## src/hdl/vendor_status_pkg.sv

```systemverilog
// Package with register offsets, field positions and reset values.
package vendor_status_pkg;
    localparam logic [7:0] STATUS_ADDR = 8'h83;
    localparam logic [7:0] LATCH_ADDR = 8'h84;
    localparam logic [7:0] CONTROL_ADDR = 8'h85;
    localparam int DET_W = 7;
    localparam int SOF_EN_BIT = 6;
    localparam int POL_BIT = 5;
    localparam int SINGLE_BIT = 4;
    localparam int IDGND_BIT = 3;
    localparam int VSEL_HI = 2;
    localparam int VSEL_W = 3;
    localparam logic [7:0] CONTROL_RESET = 8'h03;
    localparam logic [7:0] CONTROL_MASK = 8'h7F;
    localparam logic [7:0] READ_ZERO = 8'h00;
endpackage : vendor_status_pkg

```

## src/hdl/bit_sync.sv

```systemverilog
// Two flip-flop synchroniser for a bundle of levels.
`timescale 1ns/1ns
module bit_sync #(
    parameter int W = 7
) (
    input wire logic clk_i, // Clock.
    input wire logic rst_i, // Asynchronous reset.
    input wire logic [W-1:0] async_i, // Asynchronous levels.
    output logic [W-1:0] sync_o // Synchronised levels.
);
    logic [W-1:0] meta_ff;

    always_ff @(posedge clk_i or posedge rst_i) begin
        if (rst_i) begin
            meta_ff <= '0;
            sync_o <= '0;
        end else begin
            meta_ff <= async_i;
            sync_o <= meta_ff;
        end
    end
endmodule : bit_sync

```

## src/hdl/phy_vendor_status_latch_ctrl.sv

```systemverilog
// Vendor status, change latch and pin/regulator control registers.
`timescale 1ns/1ns
module phy_vendor_status_latch_ctrl #(
    parameter int DET_W = vendor_status_pkg::DET_W
) (
    input wire logic clk_i, // ULPI clock.
    input wire logic rst_i, // Asynchronous reset, high.
    input wire logic reg_wr_i, // Register write strobe.
    input wire logic reg_rd_i, // Register read strobe.
    input wire logic [7:0] reg_addr_i, // Register address.
    input wire logic [7:0] reg_wdata_i, // Write data.
    output logic [7:0] reg_rdata_o, // Read data, one cycle after read.
    input wire logic supply_ok_monitor_i, // Supply monitor.
    input wire logic abnormal_stress_detect_i, // Stress detector.
    input wire logic id_pin_floating_i, // ID floating detector.
    input wire logic id_resistor_c_detect_i, // ID resistor C.
    input wire logic id_resistor_b_detect_i, // ID resistor B.
    input wire logic id_resistor_a_detect_i, // ID resistor A.
    input wire logic bus_session_valid_i, // Session valid.
    input wire logic [DET_W-1:0] change_mask_i, // Per-bit event enables.
    input wire logic low_power_i, // Low power mode level.
    input wire logic serial_mode_i, // Serial mode level.
    input wire logic clock_suspend_control_i, // Clock suspend setting.
    input wire logic peripheral_mode_i, // Device in peripheral mode.
    input wire logic sof_detect_i, // One-cycle frame-start pulse.
    output logic charge_pump_enable_pin_o, // Pump pin output value.
    output logic charge_pump_enable_pin_oe_o, // Pump pin drive enable.
    output logic id_ground_drive_o, // ID pin ground pull.
    output logic [2:0] regulator_voltage_select_o, // Regulator code.
    input wire logic pump_request_i // Functional pump enable request.
);
    logic [DET_W-1:0] raw_det;
    logic [DET_W-1:0] det_sync;
    logic [DET_W-1:0] det_prev_ff;
    logic [DET_W-1:0] latch_ff;
    logic [7:0] control_ff;
    logic low_power_prev_ff;
    logic serial_prev_ff;
    logic [DET_W-1:0] nxt_set;
    logic mode_clear;
    logic latch_read;
    logic pump_level;
    logic pin_level;
    logic pin_oe;

    assign raw_det = {supply_ok_monitor_i, abnormal_stress_detect_i,
                      id_pin_floating_i, id_resistor_c_detect_i,
                      id_resistor_b_detect_i, id_resistor_a_detect_i,
                      bus_session_valid_i};

    bit_sync #(.W(DET_W)) u_sync (
        .clk_i(clk_i),
        .rst_i(rst_i),
        .async_i(raw_det),
        .sync_o(det_sync)
    );

    always_ff @(posedge clk_i or posedge rst_i) begin
        if (rst_i) begin
            det_prev_ff <= '0;
            low_power_prev_ff <= 1'b0;
            serial_prev_ff <= 1'b0;
        end else begin
            det_prev_ff <= det_sync;
            low_power_prev_ff <= low_power_i;
            serial_prev_ff <= serial_mode_i;
        end
    end

    assign nxt_set = (det_sync ^ det_prev_ff) & change_mask_i;
    // Serial entry clears regardless of the clock suspend setting.
    assign mode_clear = (low_power_i & ~low_power_prev_ff)
                      | (serial_mode_i & ~serial_prev_ff);
    assign latch_read = reg_rd_i
                        && reg_addr_i == vendor_status_pkg::LATCH_ADDR;

    always_ff @(posedge clk_i or posedge rst_i) begin
        if (rst_i) begin
            latch_ff <= '0;
        end else if (latch_read || mode_clear) begin
            latch_ff <= nxt_set;
        end else begin
            latch_ff <= latch_ff | nxt_set;
        end
    end

    always_ff @(posedge clk_i or posedge rst_i) begin
        if (rst_i) begin
            control_ff <= vendor_status_pkg::CONTROL_RESET;
        end else if (reg_wr_i &&
                     reg_addr_i == vendor_status_pkg::CONTROL_ADDR) begin
            control_ff <= reg_wdata_i
                          & vendor_status_pkg::CONTROL_MASK;
        end
    end

    always_ff @(posedge clk_i or posedge rst_i) begin
        if (rst_i) begin
            reg_rdata_o <= vendor_status_pkg::READ_ZERO;
        end else if (reg_rd_i) begin
            case (reg_addr_i)
                vendor_status_pkg::STATUS_ADDR: begin
                    reg_rdata_o <= {1'b0, det_sync};
                end
                vendor_status_pkg::LATCH_ADDR: begin
                    reg_rdata_o <= {1'b0, latch_ff};
                end
                vendor_status_pkg::CONTROL_ADDR: begin
                    reg_rdata_o <= control_ff;
                end
                default: begin
                    reg_rdata_o <= vendor_status_pkg::READ_ZERO;
                end
            endcase
        end
    end

    // The debug frame-start output replaces the functional pump request.
    always_comb begin
        if (control_ff[vendor_status_pkg::SOF_EN_BIT]) begin
            pump_level = peripheral_mode_i & sof_detect_i;
        end else begin
            pump_level = pump_request_i;
        end
        if (!control_ff[vendor_status_pkg::SINGLE_BIT]) begin
            pin_level = pump_level;
            pin_oe = 1'b1;
        end else if (control_ff[vendor_status_pkg::POL_BIT]) begin
            pin_level = 1'b1;
            pin_oe = pump_level;
        end else begin
            pin_level = 1'b0;
            pin_oe = pump_level;
        end
    end

    always_ff @(posedge clk_i or posedge rst_i) begin
        if (rst_i) begin
            charge_pump_enable_pin_o <= 1'b0;
            charge_pump_enable_pin_oe_o <= 1'b1;
            id_ground_drive_o <= 1'b0;
            regulator_voltage_select_o <= vendor_status_pkg::CONTROL_RESET[
                vendor_status_pkg::VSEL_W-1:0];
        end else begin
            charge_pump_enable_pin_o <= pin_level;
            charge_pump_enable_pin_oe_o <= pin_oe;
            id_ground_drive_o <=
                control_ff[vendor_status_pkg::IDGND_BIT];
            regulator_voltage_select_o <=
                control_ff[vendor_status_pkg::VSEL_HI:0];
        end
    end

    status_live_a: assert property (
        @(posedge clk_i) disable iff (rst_i)
        reg_rd_i && reg_addr_i == vendor_status_pkg::STATUS_ADDR |=>
        reg_rdata_o == {1'b0, $past(det_sync)})
        else $error("status read mismatch");
    status_rsvd_a: assert property (
        @(posedge clk_i) disable iff (rst_i)
        $past(reg_rd_i) && $past(reg_addr_i) == vendor_status_pkg::STATUS_ADDR
        |-> !reg_rdata_o[DET_W])
        else $error("status bit 7 set");
    latch_set_a: assert property (
        @(posedge clk_i) disable iff (rst_i)
        |nxt_set |=> (latch_ff & $past(nxt_set)) == $past(nxt_set))
        else $error("latch not set");
    masked_none_a: assert property (
        @(posedge clk_i) disable iff (rst_i)
        !latch_read && !mode_clear |=>
        (latch_ff & ~$past(latch_ff) & ~$past(change_mask_i)) == '0)
        else $error("masked change latched");
    read_clear_a: assert property (
        @(posedge clk_i) disable iff (rst_i)
        latch_read |=> latch_ff == $past(nxt_set))
        else $error("read did not clear");
    mode_clear_a: assert property (
        @(posedge clk_i) disable iff (rst_i)
        $rose(low_power_i) || $rose(serial_mode_i) |=>
        latch_ff == $past(nxt_set))
        else $error("mode entry did not clear");
    lp_clear_a: assert property (
        @(posedge clk_i) disable iff (rst_i)
        $rose(low_power_i) |=> latch_ff == $past(nxt_set))
        else $error("low power entry did not clear");
    idgnd_out_a: assert property (
        @(posedge clk_i) disable iff (rst_i)
        ##1 id_ground_drive_o ==
        $past(control_ff[vendor_status_pkg::IDGND_BIT]))
        else $error("id ground mismatch");
    vsel_write_a: assert property (
        @(posedge clk_i) disable iff (rst_i)
        reg_wr_i && reg_addr_i == vendor_status_pkg::CONTROL_ADDR |=> ##1
        regulator_voltage_select_o ==
        $past(reg_wdata_i[vendor_status_pkg::VSEL_HI:0], 2))
        else $error("regulator code mismatch");
    cmos_drive_a: assert property (
        @(posedge clk_i) disable iff (rst_i)
        !control_ff[vendor_status_pkg::SINGLE_BIT] |=>
        charge_pump_enable_pin_oe_o)
        else $error("push-pull not driven");
    single_pol_a: assert property (
        @(posedge clk_i) disable iff (rst_i)
        control_ff[vendor_status_pkg::SINGLE_BIT] && pin_oe |=>
        charge_pump_enable_pin_o ==
        $past(control_ff[vendor_status_pkg::POL_BIT]))
        else $error("single transistor polarity");
    sof_pulse_a: assert property (
        @(posedge clk_i) disable iff (rst_i)
        control_ff[vendor_status_pkg::SOF_EN_BIT] &&
        !control_ff[vendor_status_pkg::SINGLE_BIT] |=>
        charge_pump_enable_pin_o == $past(peripheral_mode_i & sof_detect_i))
        else $error("frame pulse mismatch");
    ctrl_rsvd_a: assert property (
        @(posedge clk_i) disable iff (rst_i)
        reg_rd_i && reg_addr_i == vendor_status_pkg::CONTROL_ADDR |=>
        !reg_rdata_o[DET_W])
        else $error("control bit 7 set");
endmodule : phy_vendor_status_latch_ctrl

```

## config.mk

```make
export PLATFORM = sky130hd
export DESIGN_NAME = phy_vendor_status_latch_ctrl
export DESIGN_NICKNAME = d
export VERILOG_FILES = /design/src/hdl/vendor_status_pkg.sv /design/src/hdl/bit_sync.sv /design/src/hdl/phy_vendor_status_latch_ctrl.sv
export SDC_FILE = /design/constraint.sdc
export NUM_CORES = 1
export LEC_CHECK = 0
export BUFFER_PORTS_ARGS = -buffer_cell sky130_fd_sc_hd__buf_4
export CAP_MARGIN = 20
export CORE_MARGIN = 4
export CORE_UTILIZATION = 47
export CTS_BUF_LIST = sky130_fd_sc_hd__clkbuf_4
export CTS_CLUSTER_SIZE = 40
export DETAILED_ROUTE_END_ITERATION = 8
export PLACE_DENSITY_LB_ADDON = 0.2
export SLEW_MARGIN = 20
export SYNTH_ARGS = -nofsm -noshare
export SYNTH_HDL_FRONTEND = slang
export SYNTH_HIERARCHICAL = 1
export SYNTH_SLANG_ARGS = --single-unit
```

## constraint.sdc

```tcl
create_clock -name clk_i -period 1 [get_ports clk_i]
set_input_delay 0.2 -clock clk_i [delete_from_list [all_inputs] [get_ports clk_i]]
set_output_delay 0.2 -clock clk_i [all_outputs]
set_load 0.1 [all_outputs]
```

==> results of run 1 <==
[cell usage after synthesis (all sizes together), types with 3 or more instances]
master  number  area [um^2]
dfrtp       45         1130
inv         14         52.6
o22ai        8         50.1
a22o         7         61.3
xor2         7         61.3
mux2         6         67.6
a32o         5         50.1
dfstp        5          131
a22oi        4         30.0
nor2         4         15.0
a21oi        3         15.0
clkbuf       3         11.3
mux2i        3         30.0
nand2        3         11.3
[sequential cells by signal, summed over array words and instances (netlist names), 3 cells and up]
register / flops
reg_rdata_o: 7
control_ff: 7
u_sync/meta_ff: 7
u_sync/sync_o: 7
det_prev_ff: 7
regulator_voltage_select_o: 3
latch_ff: 7
[per-layer routing]
| layer | vias to the layer above | share of wire |
|---|---|---|
| met4 | 0 | 0.018 |
| li1 | 619 | - |
| met3 | 7 | 0.059 |
| met1 | 674 | 0.39 |
| met5 | - | 0 |
| met2 | 44 | 0.53 |
[area by class of cell]
| cell class | instances | area [um^2] |
|---|---|---|
| Clock buffer | 6 | 45.0 |
| Clock inverter | 2 | 8.76 |
| Sequential cell | 50 | 1280 |
| Fill cell | 220 | 868 |
| Multi-Input combinational cell | 61 | 579 |
| Timing Repair Buffer | 81 | 821 |
| Tap cell | 48 | 60.1 |
| Inverter | 14 | 52.6 |
[worst max path at each step]
| stage | startpoint | to | slack [ns] | depth (start not counted) |
|---|---|---|---|---|
| 2_1_floorplan | reg_addr_i[4] | control_ff[2] | -0.69 | 3 |
| 3_3_place_gp | reg_addr_i[4] | control_ff[2] | -0.79 | 5 |
| 3_5_place_dp | reg_addr_i[4] | control_ff[6] | -0.79 | 5 |
| 4_1_cts | charge_pump_enable_pin_oe_o | charge_pump_enable_pin_oe_o | -0.39 | 1 |
| 5_1_grt | charge_pump_enable_pin_oe_o | charge_pump_enable_pin_oe_o | -0.42 | 1 |
| 6_report | charge_pump_enable_pin_oe_o | charge_pump_enable_pin_oe_o | -0.38 | 1 |
[per-stage QoR]
step | instances | setup TNS [ns] | util | area (um^2) | setup WS, ns
6_report | 262 | -8.58 | 0.766 | 2850 | -0.384
4_1_cts | 262 | -9.08 | 0.745 | 2770 | -0.395
5_1_grt | 262 | -9.61 | 0.766 | 2850 | -0.417
3_3_place_gp | 242 | -15.03 | 0.652 | 2420 | -0.790
2_1_floorplan | 129 | -13.52 | - | 1850 | -0.695
3_5_place_dp | 242 | -15.47 | 0.652 | 2420 | -0.791
[logic make-up after synthesis]
kind of cell | Yosys count
xor+xnor | 7
buf+inv | 18
compound gates | 31
mux | 9
other cells | 1
simple gates | 13
flops | 50
[placed cells by master (no fill, tap or decap), drive strengths merged]
| cell | synthesis | layout |
|---|---|---|
| buf | 1 | 71 |
| nor2b | 1 | 1 |
| clkbuf | 3 | 6 |
| nor2 | 4 | 4 |
| a21oi | 3 | 3 |
| nand2b | 1 | 1 |
| a32o | 5 | 5 |
| o22ai | 8 | 8 |
| conb | 1 | 1 |
| o21ai | 1 | 1 |
| and3b | 1 | 1 |
| mux2i | 3 | 3 |
| a22o | 7 | 7 |
| a31oi | 1 | 1 |
| a22oi | 4 | 4 |
| dlygate4sd3 | 0 | 10 |
| inv | 14 | 14 |
| or4b | 1 | 1 |
| nor4 | 2 | 2 |
| nand2 | 3 | 3 |
| clkinv | 0 | 2 |
| dfstp | 5 | 5 |
| o211ai | 1 | 1 |
| a41oi | 1 | 1 |
| xor2 | 7 | 7 |
| dfrtp | 45 | 45 |
| mux2 | 6 | 6 |
[power breakdown]
part | internal, uW | switching (uW) | leakage, uW
logic | 297 | 276 | 0.000665
registers | 2140 | 72.6 | 0.000591
clock network | 293 | 607 | 0.0000331
total | 2730 | 956 | 0.00129
[repair_timing]
| item | 4_1_cts | 5_1_grt |
|---|---|---|
| hold buffers | 10 | 0 |
| endpoints found under the hold margin | 54 | 0 |
| gates resized for setup | 43 | 18 |
| pin swaps | 14 | 4 |
| endpoints found under the setup margin | 34 | 34 |
| buffers inserted | 2 | 0 |
==> run_results.csv, run 1 <==
group,metric,value,unit
setup_path,worst_path_dominant_cell_family,"flip-flops",
setup_path,r2r_slack,-0.13,ns
placed_design,dp_hpwl,2770,um
setup_path,critPathLaunchType,"register",
logic_synthesis,synth-simple-area-share,0.0520,
cells_and_area,antenna_cells,0,
logic_synthesis,synth_edf_count,0,
route,dr_total_vias,1344,
min_path,hold_depth,2,
route,drt_pass1_iterations,4,
setup_path,cpMaxStageDelayCell,"dfstp_4",
timing,setup_slack,-0.384,ns
setup_path,critPathKind,"reg2out",
timing,fin_crit_sh,1.38,
global_routing,grt-ovfl-total,0,
setup_path,crit_fanout,1,
timing,max_freq,723,MHz
logic_synthesis,yosysWarnings,6,
route,ant_nets,0,
clock_tree,htreeDepth,2,
timing,hold_viol,0,
logic_synthesis,synthMuxAreaShare,0.0534,
power,vdd_drop_max,1210,uV
global_routing,grt_pass1_wl,6500,um
timing,setup_viol,34,
clock_tree,cts-buffers-inserted,5,
route,wire_per_inst,16.3,um
timing,tightest_slew,0.627,ns
die,ios,54,
status,violations,"setup timing",
die,fp.dieH,70.4,um
power,total_power,3690,uW
die,fp.coreArea,3720,um^2
route,wl,4280,um
cells_and_area,drive_gt1_frac,0.519,
route,drt-vias-per-instance,5.13,
global_routing,gr-usage-met1,0.194,
timing,slew_viol_final,0,
timing,whs,0.0401,ns
clock_tree,cts_root_buf,"clkbuf_4",
logic_synthesis,synth.distinct_cells,26,
cells_and_area,nNetsFinal,253,
setup_path,cp_data_arrival_time,1.18,ns
placed_design,place.gp.congestion,0.862,
logic_synthesis,synth_fa_ha_area_frac,0,
min_path,worstHoldPathType,"in2reg",
timing,relSlewSlack,0.580,
timing,rsz0062_at_grt,"true",
status,status,"finished, violations left",
global_routing,antenna_found_initial,0,
setup_path,rr_startpoint,"low_power_prev_ff",
timing,finClkSkew,0.0164,ns
global_routing,use_met2,0.292,
setup_path,cpPeakStageDelay,0.65,ns
global_routing,grt_pass1_vias,1394,
route,drc_errors,0,
die,die_x,70.4,um
setup_path,path_cells,"buf_12",
logic_synthesis,synthFlopType,"dfrtp_1",
logic_synthesis,synth-seq-cells,50,
cells_and_area,syn2layout_area_growth,55.8,%
global_routing,grt.met3_usage,0.0518,
setup_path,r2r_end,"latch_ff[2]",
global_routing,grt_max_degree,37,
setup_path,crit_path_end_kind,"primary output",
setup_path,path_buf_inv,1,
clock_tree,clk_latency,0.37,ns
logic_synthesis,synth_compound_area_frac,0.132,
min_path,min_to,"latch_ff[4]",
power,power_density,1300,nW/um^2
setup_path,r2r_cells,3,
placed_design,io_buffers,50,
die,die_area,4950,um^2
route,drtIter0Drc,86,
setup_path,worstPathRequired,0.80,ns
flow_run,maxCapViolations,0,
die,rows,22,
clock_tree,cts.path.max_buffers,2,
logic_synthesis,async_flop_share,1.00,
clock_tree,cts_sinks,50,
clock_tree,cts_tree,"done",
global_routing,grt.busiest_layer,"met2",
clock_tree,path_clk_slew,0.14,ns
logic_synthesis,synth_seq_area_share,0.688,
logic_synthesis,synth-xor-area-share,0.0335,
logic_synthesis,synth_fp_nets,169,
logic_synthesis,synth_area,1830,um^2
timing,finalCriticalPeriod,1.38,ns
logic_synthesis,synth_cells,129,
logic_synthesis,syn-mean-instance-area,14.2,um^2
die,start_util,0.492,
power,leakage,0.00129,uW
logic_synthesis,synth_top_family_by_area,"compound AO/OA/AOI/OAI gates",
min_path,hp-start,"change_mask_i[4]",
global_routing,grt_usage,0.170,
Note: power is estimated with default switching activity, not from simulation.
==> run 2: changes to the inputs <==
--- a/config.mk
+++ b/config.mk
@@ -7,11 +7,13 @@
 export LEC_CHECK = 0
 export BUFFER_PORTS_ARGS = -buffer_cell sky130_fd_sc_hd__buf_4
 export CAP_MARGIN = 20
+export CORE_ASPECT_RATIO = 0.7
 export CORE_MARGIN = 4
 export CORE_UTILIZATION = 47
 export CTS_BUF_LIST = sky130_fd_sc_hd__clkbuf_4
 export CTS_CLUSTER_SIZE = 40
 export DETAILED_ROUTE_END_ITERATION = 8
+export HOLD_SLACK_MARGIN = 0.1
 export PLACE_DENSITY_LB_ADDON = 0.2
 export SLEW_MARGIN = 20
 export SYNTH_ARGS = -nofsm -noshare
==> run 2 against run 1 <==
Against the previous run:
- the run still ends with setup timing left
- clock power rose by 62%
- combinational power increased by 13%
- first-iteration DRC count increased by 37%
- clock skew increased by 0.0052 ns
- critical path depth is the same
- power increased by 17%
- global-route usage is 3.2 points higher
- register-to-register slack worse by 0.03 ns
- core utilization increased by 8.9 points
- critical path type unchanged
- critical endpoint unchanged
- largest cell class unchanged
==> run_results.csv, run 2 (synthesis gave the netlist of run 1 again) <==
group,metric,value,unit
status,status,"finished, violations left",
status,violations,"setup timing",
die,start_util,0.504,
clock_tree,cts-buffers-inserted,5,
timing,slew_viol_final,0,
timing,hold_viol,0,
setup_path,crit_path_end_kind,"primary output",
setup_path,path_buf_inv,1,
timing,tightest_slew,0.663,ns
global_routing,grt_pass1_wl,7150,um
global_routing,grt_usage,0.201,
power,leakage,0.00140,uW
placed_design,io_buffers,50,
die,fp.dieH,60.2,um
setup_path,rr_startpoint,"low_power_prev_ff",
cells_and_area,final_cells,284,
route,drt-vias-per-instance,5.24,
global_routing,grt_pass1_vias,1479,
setup_path,cpMaxStageDelayCell,"dfstp_4",
setup_path,crit_start,"charge_pump_enable_pin_oe_o",
clock_tree,path_clk_slew,0.16,ns
setup_path,cp_data_arrival_time,1.21,ns
setup_path,path_cells,"buf_12",
setup_path,critPathKind,"reg2out",
timing,whs,0.181,ns
clock_tree,cts_tree,"done",
clock_tree,htreeDepth,2,
global_routing,antenna_found_initial,0,
timing,fin_crit_sh,1.41,
die,fp.coreArea,3630,um^2
setup_path,cpPeakStageDelay,0.66,ns
route,drtIter0Drc,118,
min_path,worstHoldPathType,"in2reg",
cells_and_area,antenna_cells,0,
global_routing,grt-ovfl-total,0,
timing,relSlewSlack,0.556,
clock_tree,cts.path.max_buffers,2,
timing,setup_slack,-0.414,ns
clock_tree,cts_sinks,50,
cells_and_area,post-route-cell-area,3100,um^2
die,die_area,4970,um^2
die,rows,18,
route,wl,5000,um
cells_and_area,layout_commonest_cell,"buf_4",
die,die_x,82.5,um
setup_path,crit_fanout,1,
timing,max_freq,707,MHz
timing,rsz0062_at_grt,"true",
timing,finClkSkew,0.0216,ns
placed_design,dp_hpwl,2950,um
timing,setup_viol,34,
placed_design,place.gp.congestion,0.799,
setup_path,critPathLaunchType,"register",
setup_path,worstPathRequired,0.80,ns
clock_tree,cts_root_buf,"clkbuf_4",
cells_and_area,syn2layout_area_growth,69.7,%
placed_design,postPlaceCellArea,2420,um^2
power,power_density,1400,nW/um^2
route,dr_total_vias,1487,
clock_tree,clk_latency,0.39,ns
setup_path,worst_path_dominant_cell_family,"flip-flops",
route,wire_per_inst,17.6,um
global_routing,grt_max_degree,37,
timing,finalCriticalPeriod,1.41,ns
cells_and_area,drive_gt1_frac,0.496,
route,ant_nets,0,
power,vdd_drop_max,1130,uV
cells_and_area,nNetsFinal,273,
flow_run,maxCapViolations,0,
placed_design,dpl.cell_count,243,
route,drc_errors,0,
route,drt_pass1_iterations,7,
die,ios,54,
min_path,hp-start,"reg_rd_i",
cells_and_area,mostFrequentLayoutCells,"52 x buf_4, 35 x dfrtp_1, 27 x dlygate4sd3_1",
-- run 2: power by group --
group / switching, uW / internal, uW / total, uW
combinational: 307 / 342 / 649
clock: 679 / 783 / 1460
sequential: 74.9 / 2150 / 2220
total: 1060 / 3270 / 4330
-- run 2: final timing paths --
path                                               end  slack, ns  cells past startpoint
min in group asynchronous             u_sync/sync_o[0]       0.36                      4
min                                     reg_rdata_o[0]       0.18                      3
max in group asynchronous                control_ff[1]       0.34                      4
min reg2reg                           u_sync/sync_o[5]       0.36                      0
max reg2reg                                latch_ff[1]      -0.16                      3
max                        charge_pump_enable_pin_oe_o      -0.41                      1
-- run 2: routing by layer --
layer	vias up	part of all wire	GRT usage
met3	15	0.078	0.0542
met1	735	0.40	0.274
met5	-	0	0
li1	659	-	-
met2	78	0.50	0.308
met4	0	0.028	0.0816
-- run 2: what timing repair did --
action | CTS | global route
hold buffers | 27 | 0
endpoints found under the hold margin | 76 | 0
gates resized for setup | 46 | 17
buffers inserted | 3 | 4
endpoints found under the setup margin | 34 | 35
cloned | 0 | 0
pin swaps | 14 | 5
-- run 2: tightest hold or removal path: stages --
cell,delay (ns)
buf_4,0.13
buf_4,0.15
o22ai_1,0.08
-- run 2: through the flow --
stage | setup WS [ns] | TNS (ns) | utilization | total power (uW)
3_5_place_dp | -0.787 | -15.79 | 0.667 | 2740
3_3_place_gp | -0.759 | -15.13 | 0.667 | 2720
6_report | -0.414 | -8.94 | 0.855 | 4330
2_1_floorplan | -0.695 | -13.52 | - | 2500
5_1_grt | -0.453 | -9.61 | 0.855 | 4490
4_1_cts | -0.405 | -7.58 | 0.829 | 4280
-- run 2: final cells by class --
class                           count  area, um^2
Clock buffer                        5        37.5
Clock inverter                      3        68.8
Fill cell                         175         524
Inverter                           14        52.6
Multi-Input combinational cell     61         591
Sequential cell                    50        1280
Tap cell                           50        62.6
Timing Repair Buffer              101        1010
